--- src/common/dsji_pkg.sv ---
package dsji_pkg;
    localparam int OPW = 16;
    localparam int PCW = 21;
    // opcode patterns: upper six bits, upper eight for the jump, upper four for its second word
    localparam logic [5:0] OP_DSNZ = 6'h13;
    localparam logic [5:0] OP_DSZ = 6'h0b;
    localparam logic [5:0] OP_INC = 6'h0a;
    localparam logic [7:0] OP_JMP1 = 8'hef;
    localparam logic [3:0] OP_JMP2 = 4'hf;
    localparam int DBIT = 9;
    localparam int ABIT = 8;
    localparam logic [3:0] ACCESS_BANK = 4'h0;
    localparam int ST_C = 0;
    localparam int ST_DC = 1;
    localparam int ST_Z = 2;
    localparam int ST_OV = 3;
    localparam int ST_N = 4;
    localparam logic [1:0] PH_DECODE = 2'h0;
    localparam logic [1:0] PH_READ = 2'h1;
    localparam logic [1:0] PH_PROC = 2'h2;
    localparam logic [1:0] PH_WRITE = 2'h3;
    localparam logic [2:0] TWO_WORD_TAG = 3'h7;
    typedef enum logic [1:0] {
        DSJ_RUN = 2'b00,
        DSJ_IDLE1 = 2'b01,
        DSJ_IDLE2 = 2'b10
    } dsji_state_type;
endpackage : dsji_pkg

--- src/verilog/dsji_phase.sv ---
`timescale 1ns/1ns
// four-phase sequencer inside one instruction cycle
module dsji_phase (
    input wire logic core_clk,
    input wire logic sys_rst,
    output logic [1:0] phase,
    output logic cycle_end
);
    import dsji_pkg::*;
    logic [1:0] phase_r;
    always_ff @(posedge core_clk) begin
        if (sys_rst) begin
            phase_r <= PH_DECODE;
        end else begin
            phase_r <= phase_r + 2'h1;
        end
    end
    assign phase = phase_r;
    assign cycle_end = (phase_r == PH_WRITE);
endmodule : dsji_phase

--- src/verilog/dsji_exec.sv ---
`timescale 1ns/1ns
module dsji_exec (
    input wire logic core_clk,
    input wire logic sys_rst,
    input wire logic [dsji_pkg::OPW-1:0] instr_word,
    input wire logic [dsji_pkg::OPW-1:0] next_word,
    input wire logic [7:0] file_rdata,
    input wire logic [3:0] bank_select_register,
    input wire logic [dsji_pkg::PCW-1:0] pc_in,
    output logic [11:0] file_addr,
    output logic file_rd,
    output logic file_we,
    output logic [7:0] file_wdata,
    output logic acc_we,
    output logic [7:0] acc_wdata,
    output logic status_we,
    output logic [4:0] status_wdata,
    output logic pc_we,
    output logic [dsji_pkg::PCW-1:0] pc_wdata,
    output logic idle_slot,
    output logic flush_fetch,
    output logic [1:0] phase_out
);
    import dsji_pkg::*;

    function automatic logic is_two_word(input logic [OPW-1:0] w);
        // jump and other long forms share the 111x prefix group
        is_two_word = (w[15:13] == TWO_WORD_TAG) || (w[15:8] == OP_JMP1);
    endfunction : is_two_word

    logic [1:0] phase;
    logic cycle_end;
    dsji_phase u_phase (
        .core_clk(core_clk),
        .sys_rst(sys_rst),
        .phase(phase),
        .cycle_end(cycle_end)
    );

    dsji_state_type state_r, state_nxt;
    logic [OPW-1:0] ir_r;
    logic [7:0] opnd_r;
    logic [7:0] klow_r;
    logic [11:0] file_addr_r;
    logic file_rd_r, file_we_r, acc_we_r, status_we_r, pc_we_r;
    logic [7:0] file_wdata_r, acc_wdata_r;
    logic [4:0] status_wdata_r;
    logic [PCW-1:0] pc_wdata_r;
    logic idle_r, flush_r;
    logic [1:0] phase_r;

    logic is_dsnz, is_dsz, is_inc, is_jmp, is_run, dst_file;
    assign is_run = (state_r == DSJ_RUN);
    assign is_dsnz = is_run && (ir_r[15:10] == OP_DSNZ);
    assign is_dsz = is_run && (ir_r[15:10] == OP_DSZ);
    assign is_inc = is_run && (ir_r[15:10] == OP_INC);
    assign is_jmp = is_run && (ir_r[15:8] == OP_JMP1);
    assign dst_file = ir_r[DBIT];

    logic [7:0] dec_v, inc_v;
    logic [8:0] inc_full;
    logic take_skip;
    assign dec_v = opnd_r - 8'h01;
    assign inc_full = {1'b0, opnd_r} + 9'h001;
    assign inc_v = inc_full[7:0];
    logic [7:0] res_v;
    logic [4:0] flag_v;
    assign res_v = is_inc ? inc_v : dec_v;
    always_comb begin
        flag_v = 5'h00;
        flag_v[ST_C] = inc_full[8];
        flag_v[ST_DC] = (opnd_r[3:0] == 4'hf);
        flag_v[ST_Z] = (inc_v == 8'h00);
        flag_v[ST_N] = inc_v[7];
        flag_v[ST_OV] = (opnd_r == 8'h7f);
    end
    // skip decided from the decremented value, flags never consulted
    assign take_skip = (is_dsnz && dec_v != 8'h00) || (is_dsz && dec_v == 8'h00);

    // instruction latch at the start of a cycle; idle cycles keep it for a clean view
    always_ff @(posedge core_clk) begin
        if (sys_rst) begin
            ir_r <= '0;
        end else if (cycle_end && state_nxt == DSJ_RUN) begin
            ir_r <= instr_word;
        end
    end

    always_comb begin
        state_nxt = state_r;
        if (cycle_end) begin
            unique case (state_r)
                DSJ_RUN: begin
                    if (take_skip || is_jmp) begin
                        state_nxt = DSJ_IDLE1;
                    end
                end
                DSJ_IDLE1: begin
                    // a two-word victim costs a second idle slot
                    state_nxt = (flush_r && is_two_word(next_word)) ? DSJ_IDLE2 : DSJ_RUN;
                end
                DSJ_IDLE2: state_nxt = DSJ_RUN;
                default: state_nxt = DSJ_RUN;
            endcase
        end
    end

    always_ff @(posedge core_clk) begin
        if (sys_rst) begin
            state_r <= DSJ_RUN;
        end else begin
            state_r <= state_nxt;
        end
    end

    // datapath phases of one ordinary register cycle
    always_ff @(posedge core_clk) begin
        if (sys_rst) begin
            opnd_r <= 8'h00;
        end else begin
            if (phase == PH_READ) begin
                opnd_r <= file_rdata;
            end
        end
    end

    always_ff @(posedge core_clk) begin
        if (sys_rst) begin
            file_addr_r <= 12'h000;
            file_rd_r <= 1'b0;
        end else begin
            file_rd_r <= (phase == PH_DECODE) && (state_nxt == DSJ_RUN) &&
                         ((instr_word[15:10] == OP_DSNZ) || (instr_word[15:10] == OP_DSZ) ||
                          (instr_word[15:10] == OP_INC));
            if (phase == PH_DECODE) begin
                file_addr_r <= {instr_word[ABIT] ? bank_select_register : ACCESS_BANK,
                                instr_word[7:0]};
            end
        end
    end

    logic reg_op;
    assign reg_op = is_dsnz || is_dsz || is_inc;
    always_ff @(posedge core_clk) begin
        if (sys_rst) begin
            file_we_r <= 1'b0;
            acc_we_r <= 1'b0;
            status_we_r <= 1'b0;
            file_wdata_r <= 8'h00;
            acc_wdata_r <= 8'h00;
            status_wdata_r <= 5'h00;
        end else begin
            file_we_r <= (phase == PH_PROC) && reg_op && dst_file;
            acc_we_r <= (phase == PH_PROC) && reg_op && !dst_file;
            status_we_r <= (phase == PH_PROC) && is_inc;
            // data launched with the strobes so it stands during the write phase
            if (phase == PH_PROC) begin
                file_wdata_r <= res_v;
                acc_wdata_r <= res_v;
                status_wdata_r <= flag_v;
            end
        end
    end

    // jump: low literal held at phase two, pc write strobe raised after phase four, in phase one of the next cycle
    always_ff @(posedge core_clk) begin
        if (sys_rst) begin
            klow_r <= 8'h00;
            pc_we_r <= 1'b0;
            pc_wdata_r <= '0;
        end else begin
            pc_we_r <= 1'b0;
            if (phase == PH_READ && is_jmp) begin
                klow_r <= ir_r[7:0];
            end
            if (phase == PH_WRITE && is_jmp && next_word[15:12] == OP_JMP2) begin
                pc_we_r <= 1'b1;
                pc_wdata_r <= {next_word[11:0], klow_r, pc_in[0]};
            end
        end
    end

    always_ff @(posedge core_clk) begin
        if (sys_rst) begin
            idle_r <= 1'b0;
            flush_r <= 1'b0;
            phase_r <= PH_DECODE;
        end else begin
            idle_r <= (state_nxt != DSJ_RUN);
            if (cycle_end && state_r == DSJ_RUN) begin
                flush_r <= take_skip;
            end else if (cycle_end && state_nxt == DSJ_RUN) begin
                flush_r <= 1'b0;
            end
            phase_r <= phase + 2'h1;
        end
    end

    assign file_addr = file_addr_r;
    assign file_rd = file_rd_r;
    assign file_we = file_we_r;
    assign file_wdata = file_wdata_r;
    assign acc_we = acc_we_r;
    assign acc_wdata = acc_wdata_r;
    assign status_we = status_we_r;
    assign status_wdata = status_wdata_r;
    assign pc_we = pc_we_r;
    assign pc_wdata = pc_wdata_r;
    assign idle_slot = idle_r;
    assign flush_fetch = flush_r;
    assign phase_out = phase_r;
endmodule : dsji_exec

--- config.mk ---
export PLATFORM = sky130hd
export DESIGN_NAME = dsji_exec
export DESIGN_NICKNAME = d
export VERILOG_FILES = /design/src/common/dsji_pkg.sv /design/src/verilog/dsji_phase.sv /design/src/verilog/dsji_exec.sv
export SDC_FILE = /design/constraint.sdc
export NUM_CORES = 1
export LEC_CHECK = 0
export BUFFER_PORTS_ARGS = -buffer_cell sky130_fd_sc_hd__buf_4
export CORE_MARGIN = 4
export CORE_UTILIZATION = 45
export CTS_CLUSTER_DIAMETER = 60
export DETAILED_ROUTE_END_ITERATION = 8
export GPL_ROUTABILITY_DRIVEN = 0
export PLACE_DENSITY = 0.73
export RECOVER_POWER = 100
export SETUP_SLACK_MARGIN = 0.5
export SYNTH_ARGS = -nofsm -noshare
export SYNTH_HDL_FRONTEND = slang
export SYNTH_SLANG_ARGS = --single-unit
--- constraint.sdc ---
create_clock -name core_clk -period 2.4 [get_ports core_clk]
set_input_delay 0.12 -clock core_clk [delete_from_list [all_inputs] [get_ports core_clk]]
set_output_delay 0.12 -clock core_clk [all_outputs]
set_load 0.05 [all_outputs]
==> flow_summary_export.csv <==
group,metric,value,unit
run_status,outcome,"finished, final reports clean",
sta,finalCritPeriodShare,92.8,%
critical_path,max_stage_delay,0.46,ns
global_route,first_global_vias,3270,
critical_path,r2r-start,"ir_r[13]",
global_route,grt.total_usage,18.3,%
critical_path,cp-start-kind,"flop",
layout,layout_common_cells,"101 x nand2_1, 86 x dfxtp_1, 66 x clkbuf_1",
critical_path,crit_start,"ir_r[13]",
critical_path,path_max_fanout,6,
yosys,yosysTopAreaCellShare,46.0,%
yosys,synth-edff-count,0,
sta,hold_slack,0.0114,ns
critical_path,worstRegToRegCells,8,
placement,portBuffers,109,
sta,fin_skew,0.00449,ns
layout,fillers,822,
drt,drc_errors,0,
yosys,ys.flop_type,"dfxtp_1",
floorplan,die-area,10200,µm²
global_route,grt_overflow,0,
min_path,hold_path_class,"input pin to flop",
yosys,synth_area_leaders,"dfxtp_1 46%, mux2i_1 13%, nand2_1 9.8%, a21oi_1 4.8%, nor2_1 4.3%",
sta,worst_pin_slew,1.41,ns
critical_path,worstPathRequired,2.64,ns
run,cap_viol_max_count,0,
yosys,synthDistinctLibCells,47,
drt,drt_pass1_iterations,5,
sta,setup_tns,0,ns
yosys,syn_area_per_cell,8.70,µm²
global_route,grt_max_degree,72,
yosys,synth_compound_area_share,7.63,%
drt,via_per_inst,5.07,
layout,drive_above_1_share,18.4,%
critical_path,cp_data_arrival_time,2.47,ns
yosys,synth_top_family_by_area,"simple AND/OR/NAND/NOR gates",
yosys,synth_seq_area_share,46.0,%
yosys,yosys_warnings,0,
critical_path,cpMaxStageDelayCell,"dfxtp_1",
layout,diodes,0,
yosys,netlist_area,3870,µm²
yosys,synth-xor-area-share,2.04,%
clocking,cts_tree,"done",
sta,period_needed,2.23,ns
yosys,synth_top_cell_by_area,"dfxtp_1",
clocking,htreeDepth,3,
min_path,worstHoldStart,"instr_word[6]",
critical_path,rrSetupSlack,0.17,ns
floorplan,rows,33,
layout,seqCellArea,1790,µm²
global_route,grt_pass1_wl,15100,µm
yosys,synth_nets,519,
clocking,numCtsBuffers,9,
yosys,synthArstFlopShare,0,%
power,power.leakage,1.90,nW
layout,layout_commonest_cell,"nand2_1",
yosys,synth_simple_gate_area_share,23.9,%
clocking,cts_root_buffer,"clkbuf_8",
sta,drv_slew,0,
layout,fin_nets,624,
sta,finalHoldViolations,0,
drt,wire_per_inst,14.1,µm
placement,hpwl,6520,µm
critical_path,crit_path_end_kind,"flop",
drt,drtIter0Drc,165,
critical_path,criticalPathCategory,"flop to flop",
yosys,yosys_register_bits,89,
clocking,path_clk_slew,0.09,ns
drt,wl,9290,µm
power,ir_drop,0.363,mV
drt,drtAntennaViolNets,0,
sta,slew_headroom,5.77,%
min_path,hold_end,"file_addr[6]",
floorplan,num_io_pins,130,
drt,vias,3343,
clocking,cts_max_path_buffers,2,
yosys,syn_inst,445,
yosys,synthAdderAreaFrac,2.26,%
yosys,muxShareOfSynthArea,12.7,%
clocking,worstSkewPairLatency,0.35,ns
floorplan,start_util,46.6,%
layout,multi_input_area,1990,µm²
layout,area_growth,26.1,%
floorplan,die_x,101,µm
power,power.density,637,nW/µm²
global_route,antenna_found_initial,0,
floorplan,coreArea,8300,µm²
critical_path,cp_cell_sequence,"nor4bb_1, and3_1, nand3_2, o311ai_4, clkbuf_4, buf_6, nor3b_4, and4_1",
critical_path,regToRegEndpoint,"file_rd",
clocking,cts.sink_count,89,
floorplan,die_h,101,µm
sta,setup_viol_count_final,0,
min_path,min_path_cells,3,
sta,fmax,449,MHz
sta,grt_setup_unrepaired,"yes",
==> synth_stat cells, types with 2 or more instances <==
master    instances
or3_1             2
nand2_1         101
nor4b_1           3
dfxtp_1          89
and2_1            2
a21oi_1          37
mux2i_1          49
nor3_1            4
nor4bb_1          2
nand2b_1          5
xnor2_1           5
a211oi_1          2
o21ai_0           3
nand4_1           2
clkbuf_1         20
and3_1            2
nand4b_1          2
xor2_1            4
nand3_1          10
nor3b_1           2
ha_1              7
buf_2             6
nor2_1           44
buf_4             8
and4_1            3
inv_1             8
nor4_1            3
==> registers in the layout, indices dropped and copies added, names as in the netlist <==
register	count
acc_wdata	8
acc_we	1
file_addr	12
file_rd	1
file_we	1
flush_fetch	1
idle_slot	1
ir_r	16
klow_r	8
opnd_r	8
pc_wdata	21
pc_we	1
phase_out	2
state_r	2
status_wdata	5
status_we	1
==> cells by family (layout without fill, tap and decap cells) <==
group,count (synthesis),in the layout
buf+inv,44,154
xor+xnor,9,9
simple gates,198,198
fa+ha+maj,7,7
compound gates,49,49
flops,89,89
mux,49,49
==> report_power, final <==
group	switching (mW)	internal, mW	leakage [nW]	total [mW]
Clock	0.562	0.387	0.0915	0.950
Combinational	0.359	0.217	1.08	0.575
Sequential	0.0529	1.53	0.724	1.58
Total	0.974	2.13	1.90	3.11
==> per-layer routing <==
metal | GRT usage (%) | vias up | share of wire [%]
li1 | - | 1689 | -
met1 | 23.6 | 1527 | 44
met3 | 4.15 | 19 | 6.5
met4 | 7.77 | 0 | 2.3
met5 | 0 | - | 0
met2 | 29.3 | 108 | 47
==> per-stage QoR <==
stage | utilization [%] | setup slack, ns | std cells | instance area (µm²) | power, mW
3_3_place_gp | 57.7 | 0.339 | 632 | 4780 | 2.19
5_1_grt | 58.8 | 0.109 | 660 | 4880 | 3.25
2_1_floorplan | - | 0.295 | 445 | 3940 | 2.03
4_1_cts | 61.0 | 0.333 | 656 | 5060 | 3.16
6_report | 58.8 | 0.173 | 660 | 4880 | 3.11
3_5_place_dp | 57.7 | 0.228 | 632 | 4780 | 2.20
==> critical path: cells and delay by family, from the launching register on <==
kind                   cells  cell delay, ns
and+or+nand+nor            5            1.01
DFF                        1            0.46
AOI/OAI and AO/OA          1            0.32
buffers and inverters      2            0.32
==> worst max-delay path by stage <==
stage | end | slack (ns) | cells after the start
floorplan | ir_r[10] | 0.30 | 7
global placement | ir_r[14] | 0.34 | 7
detailed placement | ir_r[11] | 0.23 | 7
CTS | ir_r[11] | 0.33 | 7
global route | file_rd | 0.11 | 9
finish | file_rd | 0.17 | 8
==> cell type report <==
class                      instances  share of cell area, %
clock buffer                       9                   2.54
clock inverter                     7                   1.13
inverter                           8                  0.667
multi-input combinational        312                   40.8
sequential                        89                   36.7
tap                              105                   2.69
timing repair buffer             130                   15.4
==> timing repair <==
action | CTS | global route
gates resized for setup | 7 | 12
buffers inserted | 5 | 3
endpoints found under the setup margin | 25 | 42
pin swaps | 2 | 2
endpoints found under the hold margin | 3 | 1
hold buffers | 3 | 1
gates cloned | 0 | 0
(Power assumes the default switching activity.)
